===== src/include/ssa_pkg.sv =====
// package of constants, opcodes and carriers for the packed unsigned subtract alu
// Contract
// - halving halfword subtract works per 16-bit lane
// - halving halfword difference shifted right one bit
// - halving byte subtract works per byte lane
// - halving byte difference shifted, written unsigned
// - none of these ops touch status flags
// - byte select reads all lane compare flags
// - byte select takes each byte per flag
// - signed halfword add updates lane compare flags
// - sum of four byte absolute differences
// - accumulate form uses unsigned absolute differences
// - accumulate form adds third source register
// - wrap halfword subtract writes unsigned lane results
// - wrap byte subtract writes differences unhalved
// - execute only when condition field holds
// - omitted destination writes first source register
package ssa_pkg;

   localparam int DATA_W = 32; // register width
   localparam int HALF_W = 16; // halfword lane width
   localparam int BYTE_W = 8; // byte lane width
   localparam int N_HALF = 2; // halfword lanes per word
   localparam int N_BYTE = 4; // byte lanes per word
   localparam int IDX_W = 4; // register index width

   localparam logic [IDX_W-1:0] IDX_STACK_POINTER = 4'hD; // forbidden operand index
   localparam logic [IDX_W-1:0] IDX_PROGRAM_COUNTER = 4'hF; // forbidden operand index

   // positions of the condition flags in the status input
   localparam int FLAG_N = 3;
   localparam int FLAG_Z = 2;
   localparam int FLAG_C = 1;
   localparam int FLAG_V = 0;

   localparam logic [N_BYTE-1:0] GE_RESET = 4'h0; // lane compare flags after reset
   localparam logic [DATA_W-1:0] DATA_RESET = 32'h0000_0000; // result after reset

   // condition field encodings
   typedef enum logic [3:0] {
      COND_EQ = 4'h0,
      COND_NE = 4'h1,
      COND_CS = 4'h2,
      COND_CC = 4'h3,
      COND_MI = 4'h4,
      COND_PL = 4'h5,
      COND_VS = 4'h6,
      COND_VC = 4'h7,
      COND_HI = 4'h8,
      COND_LS = 4'h9,
      COND_GE = 4'hA,
      COND_LT = 4'hB,
      COND_GT = 4'hC,
      COND_LE = 4'hD,
      COND_AL = 4'hE,
      COND_NV = 4'hF
   } ssa_cond_t;

   // operations of the datapath
   typedef enum logic [2:0] {
      OP_HALVING_SUB_HALFWORDS = 3'h0,
      OP_HALVING_SUB_BYTES = 3'h1,
      OP_SUM_ABS_DIFF_BYTES = 3'h2,
      OP_SUM_ABS_DIFF_ACCUMULATE = 3'h3,
      OP_WRAP_SUB_HALFWORDS = 3'h4,
      OP_WRAP_SUB_BYTES = 3'h5,
      OP_SELECT_BYTES = 3'h6,
      OP_SIGNED_PACKED_HALFWORD_ADD = 3'h7
   } ssa_op_t;

   // one issued instruction from decode and register file
   typedef struct packed {
      logic valid; // instruction issued this cycle
      ssa_op_t op; // operation
      ssa_cond_t cond; // condition field
      logic [3:0] nzcv; // current condition flags
      logic rd_given; // destination named
      logic [IDX_W-1:0] rd_idx; // destination index
      logic [IDX_W-1:0] rn_idx; // first source index
      logic [IDX_W-1:0] rm_idx; // second source index
      logic [IDX_W-1:0] ra_idx; // accumulate index
      logic [DATA_W-1:0] rn; // first source value
      logic [DATA_W-1:0] rm; // second source value
      logic [DATA_W-1:0] ra; // accumulate value
   } ssa_req_t;

   // write-back answer to the register file
   typedef struct packed {
      logic valid; // answer for one issued instruction, taken or not
      logic wr_en; // write the destination
      logic illegal; // forbidden index named, write suppressed
      logic [IDX_W-1:0] wr_idx; // destination index
      logic [DATA_W-1:0] data; // result value
   } ssa_res_t;

endpackage


===== src/rtl/ssa_alu.sv =====
// packed unsigned subtract, sum of absolute differences and byte select datapath
`timescale 1ns/10ps
module ssa_alu
   import ssa_pkg::*;
(
   input wire logic MCLK_I,
   input wire logic NRST_I,
   input wire ssa_req_t REQ_I,
   output ssa_res_t RES_O,
   output logic [N_BYTE-1:0] GE_O
);

   //////////////////////////////////////////////////////////////////////////
   // lane arithmetic helpers

   // halving halfword difference, borrow kept as the top bit before the shift
   function automatic logic [HALF_W-1:0] half_hsub(input logic [HALF_W-1:0] a,
                                                   input logic [HALF_W-1:0] b);
      logic [HALF_W:0] diff;
      diff = {1'b0, a} - {1'b0, b};
      return diff[HALF_W:1];
   endfunction

   // halving byte difference, borrow kept as the top bit before the shift
   function automatic logic [BYTE_W-1:0] byte_hsub(input logic [BYTE_W-1:0] a,
                                                   input logic [BYTE_W-1:0] b);
      logic [BYTE_W:0] diff;
      diff = {1'b0, a} - {1'b0, b};
      return diff[BYTE_W:1];
   endfunction

   // unsigned absolute difference of two bytes
   function automatic logic [BYTE_W-1:0] byte_absdiff(input logic [BYTE_W-1:0] a,
                                                      input logic [BYTE_W-1:0] b);
      logic [BYTE_W-1:0] d;
      d = (a >= b) ? (a - b) : (b - a);
      return d;
   endfunction

   // forbidden register index check
   function automatic logic idx_forbidden(input logic [IDX_W-1:0] idx);
      return (idx == IDX_STACK_POINTER) || (idx == IDX_PROGRAM_COUNTER);
   endfunction

   //////////////////////////////////////////////////////////////////////////
   // declarations

   logic cond_pass; // condition field holds
   logic [DATA_W-1:0] result; // combinational result of the operation
   logic [N_BYTE-1:0] ge_new; // lane compare flags from a signed halfword add
   logic [DATA_W-1:0] sad_sum; // sum of the four absolute differences
   logic [IDX_W-1:0] dest_idx; // effective destination
   logic bad_idx; // a forbidden index is named
   logic take; // instruction executes this cycle

   ssa_res_t res_q; // registered answer
   ssa_res_t res_d; // next answer
   logic [N_BYTE-1:0] ge_q; // lane compare flags
   logic [N_BYTE-1:0] ge_d; // next lane compare flags

   //////////////////////////////////////////////////////////////////////////
   // condition evaluator

   ssa_cond_eval ssa_cond_eval_i
   (
      .cond_i(REQ_I.cond),
      .nzcv_i(REQ_I.nzcv),
      .pass_o(cond_pass)
   );

   //////////////////////////////////////////////////////////////////////////
   // operand checks and destination choice
   always_comb
   begin
      // omitted destination falls back to the first source
      dest_idx = REQ_I.rd_given ? REQ_I.rd_idx : REQ_I.rn_idx;
      // a forbidden index raises illegal and blocks both write-back and the lane flag update
      bad_idx = idx_forbidden(dest_idx) || idx_forbidden(REQ_I.rn_idx)
                || idx_forbidden(REQ_I.rm_idx);
      if (REQ_I.op == OP_SUM_ABS_DIFF_ACCUMULATE)
      begin
         bad_idx = bad_idx || idx_forbidden(REQ_I.ra_idx);
      end
      if (REQ_I.op == OP_SELECT_BYTES)
      begin
         // byte select carries no index restriction
         bad_idx = 1'b0;
      end
      // skipped when the condition fails
      take = REQ_I.valid && cond_pass;
   end

   //////////////////////////////////////////////////////////////////////////
   // sum of absolute differences over the four byte lanes
   always_comb
   begin
      sad_sum = DATA_RESET;
      for (int i = 0; i < N_BYTE; i++)
      begin
         sad_sum = sad_sum + {{(DATA_W-BYTE_W){1'b0}},
                   byte_absdiff(REQ_I.rn[i*BYTE_W +: BYTE_W], REQ_I.rm[i*BYTE_W +: BYTE_W])};
      end
   end

   //////////////////////////////////////////////////////////////////////////
   // operation result and lane compare flags of a signed add
   always_comb
   begin
      logic [HALF_W-1:0] hsum;
      logic [HALF_W:0] wide;
      result = DATA_RESET;
      ge_new = ge_q;
      hsum = '0;
      wide = '0;
      case (REQ_I.op)
         OP_HALVING_SUB_HALFWORDS:
         begin
            // independent halfword lanes
            for (int h = 0; h < N_HALF; h++)
            begin
               result[h*HALF_W +: HALF_W] = half_hsub(REQ_I.rn[h*HALF_W +: HALF_W],
                                                      REQ_I.rm[h*HALF_W +: HALF_W]);
            end
         end
         OP_HALVING_SUB_BYTES:
         begin
            // independent byte lanes
            for (int i = 0; i < N_BYTE; i++)
            begin
               result[i*BYTE_W +: BYTE_W] = byte_hsub(REQ_I.rn[i*BYTE_W +: BYTE_W],
                                                      REQ_I.rm[i*BYTE_W +: BYTE_W]);
            end
         end
         OP_SUM_ABS_DIFF_BYTES:
         begin
            result = sad_sum;
         end
         OP_SUM_ABS_DIFF_ACCUMULATE:
         begin
            // wraps at the register width
            result = sad_sum + REQ_I.ra;
         end
         OP_WRAP_SUB_HALFWORDS:
         begin
            // modulo the lane width, no saturation
            for (int h = 0; h < N_HALF; h++)
            begin
               result[h*HALF_W +: HALF_W] = REQ_I.rn[h*HALF_W +: HALF_W]
                                            - REQ_I.rm[h*HALF_W +: HALF_W];
            end
         end
         OP_WRAP_SUB_BYTES:
         begin
            // modulo the lane width, no halving
            for (int i = 0; i < N_BYTE; i++)
            begin
               result[i*BYTE_W +: BYTE_W] = REQ_I.rn[i*BYTE_W +: BYTE_W]
                                            - REQ_I.rm[i*BYTE_W +: BYTE_W];
            end
         end
         OP_SELECT_BYTES:
         begin
            // every flag bit steers its own byte
            for (int i = 0; i < N_BYTE; i++)
            begin
               result[i*BYTE_W +: BYTE_W] = ge_q[i] ? REQ_I.rn[i*BYTE_W +: BYTE_W]
                                                    : REQ_I.rm[i*BYTE_W +: BYTE_W];
            end
         end
         OP_SIGNED_PACKED_HALFWORD_ADD:
         begin
            // signed sum per halfword, flags set when the lane sum is not negative
            for (int h = 0; h < N_HALF; h++)
            begin
               wide = {REQ_I.rn[h*HALF_W + HALF_W - 1], REQ_I.rn[h*HALF_W +: HALF_W]}
                      + {REQ_I.rm[h*HALF_W + HALF_W - 1], REQ_I.rm[h*HALF_W +: HALF_W]};
               hsum = wide[HALF_W-1:0];
               result[h*HALF_W +: HALF_W] = hsum;
               ge_new[2*h] = !wide[HALF_W];
               ge_new[2*h+1] = !wide[HALF_W];
            end
         end
         default:
         begin
            result = DATA_RESET;
         end
      endcase
   end

   //////////////////////////////////////////////////////////////////////////
   // next answer and next lane compare flags
   always_comb
   begin
      res_d = res_q;
      ge_d = ge_q;
      res_d.valid = REQ_I.valid;
      res_d.wr_en = 1'b0;
      res_d.illegal = 1'b0;
      if (take)
      begin
         // result is held until the next taken instruction
         res_d.wr_en = !bad_idx;
         res_d.illegal = bad_idx;
         res_d.wr_idx = dest_idx;
         res_d.data = result;
         // only the signed add changes the lane flags; nothing else moves any flag
         if ((REQ_I.op == OP_SIGNED_PACKED_HALFWORD_ADD) && !bad_idx)
         begin
            ge_d = ge_new;
         end
      end
   end

   //////////////////////////////////////////////////////////////////////////
   // registers of answer and flags
   always_ff @(posedge MCLK_I or negedge NRST_I)
   begin
      if (!NRST_I)
      begin
         res_q <= '{valid: 1'b0, wr_en: 1'b0, illegal: 1'b0, wr_idx: '0, data: DATA_RESET};
         ge_q <= GE_RESET;
      end
      else
      begin
         res_q <= res_d;
         ge_q <= ge_d;
      end
   end

   //////////////////////////////////////////////////////////////////////////
   // outputs come straight from flip-flops
   assign RES_O = res_q;
   assign GE_O = ge_q;

endmodule


===== src/rtl/ssa_cond_eval.sv =====
// condition field evaluator for the packed unsigned subtract alu
`timescale 1ns/10ps
module ssa_cond_eval
   import ssa_pkg::*;
(
   input wire ssa_cond_t cond_i,
   input wire logic [3:0] nzcv_i,
   output logic pass_o
);

   //////////////////////////////////////////////////////////////////////////
   // decode the condition against the flags
   always_comb
   begin
      pass_o = 1'b0;
      case (cond_i)
         COND_EQ: pass_o = nzcv_i[FLAG_Z];
         COND_NE: pass_o = !nzcv_i[FLAG_Z];
         COND_CS: pass_o = nzcv_i[FLAG_C];
         COND_CC: pass_o = !nzcv_i[FLAG_C];
         COND_MI: pass_o = nzcv_i[FLAG_N];
         COND_PL: pass_o = !nzcv_i[FLAG_N];
         COND_VS: pass_o = nzcv_i[FLAG_V];
         COND_VC: pass_o = !nzcv_i[FLAG_V];
         COND_HI: pass_o = nzcv_i[FLAG_C] && !nzcv_i[FLAG_Z];
         COND_LS: pass_o = !nzcv_i[FLAG_C] || nzcv_i[FLAG_Z];
         COND_GE: pass_o = nzcv_i[FLAG_N] == nzcv_i[FLAG_V];
         COND_LT: pass_o = nzcv_i[FLAG_N] != nzcv_i[FLAG_V];
         COND_GT: pass_o = !nzcv_i[FLAG_Z] && (nzcv_i[FLAG_N] == nzcv_i[FLAG_V]);
         COND_LE: pass_o = nzcv_i[FLAG_Z] || (nzcv_i[FLAG_N] != nzcv_i[FLAG_V]);
         // always and the unused code both execute
         default: pass_o = 1'b1;
      endcase
   end

endmodule


===== config.mk =====
export PLATFORM = sky130hd
export DESIGN_NAME = ssa_alu
export DESIGN_NICKNAME = d
export VERILOG_FILES = /design/src/include/ssa_pkg.sv /design/src/rtl/ssa_alu.sv /design/src/rtl/ssa_cond_eval.sv
export SDC_FILE = /design/constraint.sdc
export NUM_CORES = 1
export LEC_CHECK = 0
export ABC_AREA = 0
export BUFFER_PORTS_ARGS = -buffer_cell sky130_fd_sc_hd__buf_2
export CAP_MARGIN = 20
export CORE_ASPECT_RATIO = 1.4
export CORE_MARGIN = 1
export CORE_UTILIZATION = 55
export CTS_BUF_LIST = sky130_fd_sc_hd__clkbuf_16
export CTS_CLUSTER_SIZE = 12
export DETAILED_ROUTE_END_ITERATION = 10
export PLACE_DENSITY = 0.8
export SETUP_SLACK_MARGIN = 0.5
export SYNTH_ARGS = -nofsm -noshare
export SYNTH_HDL_FRONTEND = slang
export SYNTH_SLANG_ARGS = --single-unit
export TNS_END_PERCENT = 50

===== constraint.sdc =====
create_clock -name MCLK_I -period 5 [get_ports MCLK_I]
set_clock_uncertainty 0.2 [all_clocks]
set_input_delay 0.5 -clock MCLK_I [delete_from_list [all_inputs] [get_ports MCLK_I]]
set_output_delay 0.5 -clock MCLK_I [all_outputs]
set_load 0.1 [all_outputs]

== Yosys cells after proc, flatten, opt, wreduce, memory -nomap -nowiden ==
Cells that the tools add are included.

* Multiplexer cells: 14
* Add/subtract/negate cells: 22
* Order comparisons: 4
* Reduce and logical (&&, ||, !) cells: 23
* Equality and inequality tests: 30

{| class="wikitable"
|+ Operator list
! cell !! count
|-
| $pmux 32 s8 || 1
|-
| $mux 8 || 8
|-
| $sub 8x8->8 || 8
|-
| $eq 4x4->1 const B || 14
|-
| $mux 38 || 1
|-
| $sub 8x8->9 || 4
|-
| $add 16x16->17 || 2
|-
| $sub 16x16->17 || 2
|-
| $add 11x32->32 || 1
|-
| $ge 8x8->1 || 4
|-
| $sub 16x16->16 || 2
|-
| $eq 4x3->1 const B || 4
|-
| $pmux 1 s14 || 1
|-
| $eq 3x3->1 const B || 4
|-
| $add 10x8->11 || 1
|-
| $add 9x8->10 || 1
|-
| $add 8x8->9 || 1
|-
| $logic_or 1x1->1 || 9
|-
| $eq 4x2->1 const B || 2
|-
| $logic_not 1->1 || 7
|-
| $eq 3x2->1 const B || 2
|-
| $eq 4x1->1 const B || 1
|-
| $logic_and 1x1->1 || 4
|-
| $logic_not 4->1 || 1
|-
| 7 further kinds || 8
|}

* Input bits: 127
* Word-level logic and storage cells: 99
* Flip-flop bits (word level): 42

== Depth between registers and ports, before layout ==
Gate-level depths: netlist (run 1).

* Word-level depth: 11
* Mapped depth: 35
* Gate-level depth less buffers: 32

== By module ==
A second synthesis (run 1) with hierarchy kept.

* Cell total of the unflattened synthesis: 1337
* Area, all modules: 9771.9 um2

{| class="wikitable"
|+ By module, submodules not included
! module !! times used !! cells each !! area each (um2) !! seq. area each (um2)
|-
| ssa_alu || 1 || 1314 || 9606.7 || 1026.0
|-
| ssa_cond_eval || 1 || 23 || 165.2 || 0.0
|}

== Worst setup path before layout (run 1) ==
OpenSTA, ideal clock, no wires.

* Path type: input-to-reg
* Start point: input port REQ_I[64] (netlist bit)
* End point: register res_q, in the netlist RES_O[28]
* Data required time: 4664 ps
* Stages on the path: 33
* Path buffers: 1
* Setup slack: -2061 ps
* Data arrival time: 6725 ps
* Cells stage by stage: inv_1 > ha_1 > inv_1 > fa_1 > a21o_1 > a221oi_1 > a21oi_1 > nor2_1 > o21ai_2 > mux2_2 > fa_1 > inv_1 > fa_1 > inv_1 > ha_1 > inv_1 > fa_1 > nor2b_1 > o21ai_0 > a21oi_1 > o21a_1 > or3_1 > and2_1 > ha_1 > a21o_1 > a21oi_1 > o21ai_0 > o21a_1 > buf_2 > o211ai_1 > xnor2_1 > a221oi_1 > a211oi_1

* Word-level cells in the longest chain between the ends: 7

{| class="wikitable"
|+ RTL lines
! element !! RTL line !! source
|-
| from (decl) || ssa_alu.sv:8 || <nowiki>input wire ssa_req_t REQ_I,</nowiki>
|-
| $sub 8x8->8 / $ge 8x8->1 (equally long branches) || ssa_alu.sv:36 || <nowiki>d = (a >= b) ? (a - b) : (b - a);</nowiki>
|-
| $mux 8 (*) || ssa_alu.sv:36 ||
|-
| $add 8x8->9 (*) || ssa_alu.sv:100 || <nowiki>sad_sum = sad_sum + {{(DATA_W-BYTE_W){1'b0}},</nowiki>
|-
| $add 9x8->10 (*) || ssa_alu.sv:100 ||
|-
| $add 10x8->11 (*) || ssa_alu.sv:100 ||
|-
| $add 11x32->32 (*) || ssa_alu.sv:141 || <nowiki>result = sad_sum + REQ_I.ra;</nowiki>
|-
| $pmux 32 s8 (*) || ssa_alu.sv:115 || <nowiki>case (REQ_I.op)</nowiki>
|-
| to (signal assigned) || ssa_alu.sv:220 || <nowiki>res_q <= '{valid: 1'b0, wr_en: 1'b0, illegal: 1'b0, wr_idx: '0, data: DATA_RESET};</nowiki>
|-
| to (signal assigned) || ssa_alu.sv:225 || <nowiki>res_q <= res_d;</nowiki>
|-
| to (decl) || ssa_alu.sv:56 || <nowiki>ssa_res_t res_q;</nowiki>
|}

Every way passes the cells marked *; elsewhere a longest branch is shown, timed or not.
A chain may end at the register's enable or synchronous reset.

== Final worst setup path (run 1) ==
* Start point: input port REQ_I[64] (netlist bit)
* End point: register res_q, in the netlist RES_O[12]

* Word-level cells in the longest chain between the ends: 7

{| class="wikitable"
|+ RTL lines
! element !! RTL line
|-
| $sub 8x8->8 / $ge 8x8->1 (equally long branches) || ssa_alu.sv:36
|-
| $mux 8 || ssa_alu.sv:36
|-
| $add 8x8->9 || ssa_alu.sv:100
|-
| $add 9x8->10 || ssa_alu.sv:100
|-
| $add 10x8->11 || ssa_alu.sv:100
|-
| $add 11x32->32 || ssa_alu.sv:141
|-
| $pmux 32 s8 (*) || ssa_alu.sv:115
|}

Marks and branches as above.

==> summary.txt, run 1 <==
Pwr
  • Lkg Pwr: between 6 and 7 nW
  • Flop pwr share: roughly 5.5%
  • Internal: approximately 4.8 mW
  • Net switching power: between 5 and 6 mW
  • Pwr dens: around 720 nW/um^2
  • Gate power share: approximately nine tenths
  • Switching Fraction: a little over half
  • Worst vdd ir: between 0.0005 and 0.0006 V
  • Power Total: 10.1 mW
  • Clk pwr share: between 3 and 4%

CTS
  • H-tree levels: 2
  • Clock Sink Count: 41
  • Clock tree buffer depth: 2
  • Root Driver: clkbuf_16
  • CTS clock-pin slew for the worst setup and hold paths: 0.07 ns
  • CTS Buf Count: 5
  • CTS tree: built
  • Clk Latency, worst-skew pair: ~0.30 ns

Synthesis
  • EDFF count, synth: 0
  • Mapped Cells: about 1400
  • Syn_nets: about 1600
  • Flops & latches, synth: just over 40
  • Post-synthesis sequential area ratio: 10.1%
  • Syn_area_per_cell: 7.46 sq um
  • Cell variety after synth: 89
  • Post-Syn Area: 10200 sq um
  • Async SR Flop Fraction: 100%
  • Most used DFF post-synth: dfrtp_1
  • Yosys Warn Count: 0

Setup path
  • Largest stage delay, worst path: ~0.53 ns
  • WP data arrival: roughly 6.8 ns
  • Worst r2r src: GE_O[2]
  • CP Launch Type: input pin
  • R2r setup slk: about 2.4 ns
  • Reg2Reg Depth: 6
  • Crit path kind: in -> reg
  • Worst Path Required: 4.99 ns
  • Slowest-stage cell, CP: fa_1
  • FF-to-FF End: RES_O[28]
  • Critical path fanouts, max: 6
  • CP Capture Type: flip-flop

STA
  • Final Cycle Share: 136%
  • Minimum clock period: 6.81 ns
  • Unrepaired setup endpoints after global routing: yes
  • Final Hold Vio Count: 0
  • Fmax: between 100 and 150 MHz
  • PnR worst setup slack: -1.81 ns
  • Least-Margin Pin Slew: around 1.1 ns
  • Slew margin rel.: 27.7%
  • Final-report max-slew violation count: 0
  • # setup viols final: 30

Routing
  • Via count: ~13000
  • Final wirelength: about 41000 um
  • DRC viols: 0
  • DRT iter0 DRCs: ~1500
  • Drt pass-1 iters: 6
  • Post-route ant nets: 0
  • Vias per inst: 6.28
  • Routed length per instance: 20.2 um

Floorplanning
  • Die height: approximately 160 um
  • Die W: ~120 um
  • Core Area: 18100 sq um
  • IO Pins: 170
  • Initial Util: a little under three fifths
  • Num rows: just under 60
  • Total Die Area: 19100 sq um

GRT
  • Antenna violations before repair: 0
  • First-pass GRT wire length: ~60000 um
  • Vias in the first global route: 12300
  • Congestion Overflow GR: 0
  • Largest net degree at the start of global routing: 42
  • Gr usage total: between 40% and 50%

Run
  • Max_cap viols: 0

Placement
  • GP Congestion: around 1.0
  • Number of I/O port buffers: around 170
  • Hpwl dp: 30800 um

Final layout
  • Final nets: 2039
  • P&R area growth vs syn: 37.4%
  • # diodes: 0
  • Most frequent cells in the layout: 300 x buf_4, 166 x buf_2, 130 x inv_1
  • Area of the multi-input gates: roughly 8800 sq um
  • Share of layout cells above drive strength 1: around a third
  • Register area: 1030 sq um
  • Fill count: 1295
  • Commonest non-fill, non-tap cell in the layout: buf_4
  • Fin util: ~77%

Hold path
  • Hold Path Class: in -> async

Status
  • Status: complete, but fails checks
  • Failing checks: negative setup slack
==> kinds of logic after synthesis <==
group,share of synthesized area (%)
flip-flops,10.1
XOR/XNOR,9.62
multiplexers,5.48
buffers and inverters,8.64
adder cells (fa/ha/maj),19.3
AND/OR/NAND/NOR,17.1
AO/OA/AOI/OAI,29.8
==> worst max-delay path by stage <==
stage                     startpoint   endpoint  depth (start not counted)
after CTS                  REQ_I[64]  RES_O[28]                         34
after floorplan            REQ_I[64]  RES_O[28]                         33
after global routing       REQ_I[64]  RES_O[12]                         33
after detailed placement   REQ_I[64]  RES_O[15]                         32
after global placement     REQ_I[64]  RES_O[15]                         32
final                      REQ_I[64]  RES_O[12]                         33
==> area by class of cell <==
type	count	share of cell area, %
multi-input combinational	1109	62.8
timing repair buffer	475	22.9
sequential	41	7.33
inverter	139	3.82
tap	240	2.14
clock buffer	5	0.894
clock inverter	2	0.0536
==> worst max-delay path, delay by kind of cell <==
family                   cells  cell delay (ns)
AO/OA/AOI/OAI               12             2.34
adder cells (fa/ha/maj)      6             2.10
buffers and inverters        9             0.84
XOR/XNOR                     3             0.55
AND/OR/NAND/NOR              2             0.31
multiplexers                 1             0.16
==> registers in the layout, summed over array words and instances (netlist names) <==
signal	flops
GE_O	2
RES_O	39
==> power by group through the flow <==
stage	Clock (mW)	Combinational [mW]	Sequential [mW]
final	0.334	9.17	0.552
after global routing	0.339	9.63	0.560
after CTS	0.328	7.97	0.542
after detailed placement	0	7.26	0.547
after global placement	0	7.17	0.543
after floorplan	0	3.74	1.30
==> stage by stage <==
step	area (sq um)	instances	TNS, ns	worst slack, ns	hold WS (ns)
finish	14000	2011	-44.09	-1.81	0.170
global route	14000	2011	-50.33	-2.04	0.191
CTS	13600	2002	-37.02	-1.51	0.185
detailed placement	13300	1989	-55.48	-2.14	0.265
global placement	13300	1989	-49.57	-1.88	0.258
floorplan	10300	1367	-40.01	-1.66	0.00441
==> what timing repair did <==
action                     in CTS  in global routing
gates resized for setup        47                 62
setup endpoints to repair      31                 31
setup buffers                   6                  9
hold endpoints to repair        0                  0
pin swaps                      57                 51
hold buffers                    0                  0
==> cell usage after synthesis, types with 6 or more instances <==
library cell | count | area (sq um)
xnor2_1 | 79 | 692
buf_2 | 26 | 130
a21o_1 | 39 | 293
nand4_1 | 10 | 62.6
o211ai_1 | 14 | 105
dfrtp_1 | 41 | 1030
inv_1 | 136 | 510
o21a_1 | 9 | 67.6
nand2_1 | 93 | 349
a211oi_1 | 16 | 120
o22ai_1 | 28 | 175
o21ai_1 | 6 | 30.0
o221ai_1 | 9 | 78.8
mux2i_1 | 49 | 490
a21oi_1 | 109 | 546
buf_1 | 10 | 37.5
ha_1 | 114 | 1430
nor2b_1 | 15 | 93.8
o21bai_1 | 14 | 105
or2_2 | 7 | 43.8
o21ai_0 | 82 | 410
and3_1 | 13 | 81.3
a31oi_1 | 18 | 113
xor2_1 | 33 | 289
a22oi_1 | 8 | 60.1
and2_1 | 10 | 62.6
nand2b_1 | 13 | 81.3
fa_1 | 27 | 541
clkbuf_1 | 35 | 131
a221oi_1 | 10 | 87.6
nor3_1 | 30 | 150
nand3_1 | 21 | 105
nor2_1 | 106 | 398
and4_1 | 6 | 52.6
o31ai_1 | 8 | 60.1
==> routing by layer <==
| layer | global-route usage [%] | up-vias | part of all wire, % |
|---|---|---|---|
| li1 | - | 5673 | - |
| met1 | 46.8 | 5857 | 35 |
| met2 | 68.4 | 822 | 47 |
| met3 | 6.94 | 279 | 9.5 |
| met4 | 31.0 | 0 | 8.6 |
| met5 | 0 | - | 0 |
Power figures use the tool's default switching activity.
==> inputs of run 2 (changes only) <==
- BUFFER_PORTS_ARGS: -buffer_cell sky130_fd_sc_hd__buf_2 -> -buffer_cell sky130_fd_sc_hd__clkbuf_2
==> summary.txt, run 2 (synthesized netlist as in run 1, its figures left out) <==
Status
  • Failing checks: negative setup slack
  • Status: complete, but fails checks

GRT
  • Largest net degree at the start of global routing: 42 (unchanged)
  • Congestion Overflow GR: 0 (unchanged)
  • Vias in the first global route: 12300 (+0.024%)
  • First-pass GRT wire length: 61900 um (+1.7%)
  • Antenna violations before repair: 0 (unchanged)
  • Gr usage total: 42.4% (+1.1 points)

Placement
  • Number of I/O port buffers: 167 (unchanged)
  • GP Congestion: 0.987 (-4.0%)
  • Pre-CTS setup slack: -2.18 ns (-0.0391 ns)
  • Dpl cells: 1997 (+0.40%)
  • Hpwl dp: 31000 um (+0.92%)

STA
  • PnR worst setup slack: -1.89 ns (-0.0820 ns)
  • # setup viols final: 30 (unchanged)
  • Minimum clock period: 6.89 ns (+0.0820 ns)
  • Unrepaired setup endpoints after global routing: yes
  • Final-report max-slew violation count: 0 (unchanged)
  • Final Hold Vio Count: 0 (unchanged)
  • Slew margin rel.: 26.6% (-1.2 points)
  • Least-Margin Pin Slew: 1.10 ns (+0.0175 ns)
  • Final Cycle Share: 138% (+1.6 points)
  • Fmax: 145 MHz (-1.2%)

Floorplanning
  • Num rows: 58 (unchanged)
  • IO Pins: 170 (unchanged)
  • Die W: 117 um (unchanged)
  • Total Die Area: 19100 sq um (unchanged)
  • Initial Util: 56.4% (unchanged)
  • Core Area: 18100 sq um (unchanged)
  • Die height: 163 um (unchanged)

Routing
  • DRT iter0 DRCs: 1432 (-3.8%)
  • Via count: 12800 (+1.5%)
  • Final wirelength: 41800 um (+3.1%)
  • Vias per inst: 6.30 (+0.23%)
  • DRC viols: 0 (unchanged)
  • Routed length per instance: 20.5 um (+1.9%)
  • Post-route ant nets: 0 (unchanged)
  • Drt pass-1 iters: 9 (+3)

Setup path
  • CP Capture Type: flip-flop
  • Worst Path Required: 4.99 ns (about the same)
  • WP data arrival: 6.87 ns (+0.07 ns)
  • Largest stage delay, worst path: 0.53 ns (about the same)
  • Slowest-stage cell, CP: fa_1
  • CP Launch Type: input pin
  • Crit path kind: in -> reg
  • Critical path fanouts, max: 6 (unchanged)

CTS
  • CTS clock-pin slew for the worst setup and hold paths: 0.07 ns (about the same)
  • Clock tree buffer depth: 2 (unchanged)
  • Clk Latency, worst-skew pair: 0.31 ns (about the same)
  • CTS Buf Count: 5 (unchanged)
  • Root Driver: clkbuf_16
  • H-tree levels: 2 (unchanged)
  • CTS tree: built
  • Clock Sink Count: 41 (unchanged)

Final layout
  • Most frequent cells in the layout: 317 x buf_4, 166 x clkbuf_2, 128 x inv_1
  • Fin util: 79.1% (+1.6 points)
  • # diodes: 0 (unchanged)
  • Finished Layout Cells: 2036 (+1.2%)
  • P&R area growth vs syn: 40.2%
  • Max FFs per register: 39 (unchanged)
  • Share of layout cells above drive strength 1: 36.0% (+1.6 points)
  • Commonest non-fill, non-tap cell in the layout: buf_4
  • Final nets: 2063 (+1.2%)

Pwr
  • Pwr dens: 739 nW/um^2 (+2.9%)
  • Lkg Pwr: 7.08 nW (+3.1%)
  • Worst vdd ir: 0.000594 V (about the same)

Hold path
  • Hold Path Class: in -> async

Run
  • Max_cap viols: 0 (unchanged)
run 2: worst max-delay path: cells and delay by family:
| kind | cells | cell delay, ns |
|---|---|---|
| AOI/OAI and AO/OA | 10 | 1.87 |
| xor gates and xnor gates | 2 | 0.29 |
| adders and majority gates | 6 | 2.13 |
| buffers and inverters | 7 | 0.56 |
| muxes | 1 | 0.27 |
| and+or+nand+nor | 7 | 1.26 |
run 2: per-stage QoR:
stage | cell area [sq um] | TNS, ns | total power [mW] | hold slack (ns)
global route | 14300 | -50.68 | 11.1 | 0.110
global placement | 13300 | -50.91 | 7.77 | 0.263
detailed placement | 13300 | -56.10 | 7.83 | 0.270
finish | 14300 | -46.19 | 10.6 | 0.0713
floorplan | 10300 | -40.01 | 5.04 | 0.00441
CTS | 13900 | -38.07 | 9.16 | 0.0992
run 2: layer usage:
layer	track usage [%]	share of wire (%)	vias to the layer above
li1	-	-	5715
met1	46.8	34	5890
met2	72.2	47	884
met3	6.38	9.0	329
met4	31.9	9.2	0
met5	0	0	-
run 2: worst paths after layout:
kind | start | endpoint | slack, ns | cells after the start
worst max-delay path | REQ_I[64] | RES_O[21] | -1.89 | 33
worst min-delay path | NRST_I | RES_O[1] | 0.07 | 2
worst max register to register | GE_O[2] | RES_O[29] | 2.66 | 7
worst min register to register | RES_O[17] | RES_O[17] | 0.28 | 1
max in group asynchronous | NRST_I | RES_O[8] | 4.07 | 2
min in group MCLK_I | REQ_I[124] | RES_O[38] | 0.18 | 1
run 2: layout make-up:
cell class / instances / area (sq um)
Timing Repair Buffer: 498 / 3390
Sequential cell: 41 / 1030
Clock inverter: 3 / 13.8
Clock buffer: 5 / 125
Multi-Input combinational cell: 1110 / 8890
Inverter: 139 / 534
Fill cell: 1271 / 3780
Tap cell: 240 / 300
run 2: power breakdown:
group,leakage [nW],internal [mW],switching [mW]
combinational,6.52,4.51,5.17
sequential,0.489,0.441,0.0937
clock,0.0748,0.182,0.159
run 2: repair_timing:
item	4_1_cts	5_1_grt
hold buffers	0	0
resized for setup	63	68
endpoints found under the hold margin	0	0
pin swaps	72	60
setup endpoints to repair	31	31
cloned	1	0
buffers inserted	18	12
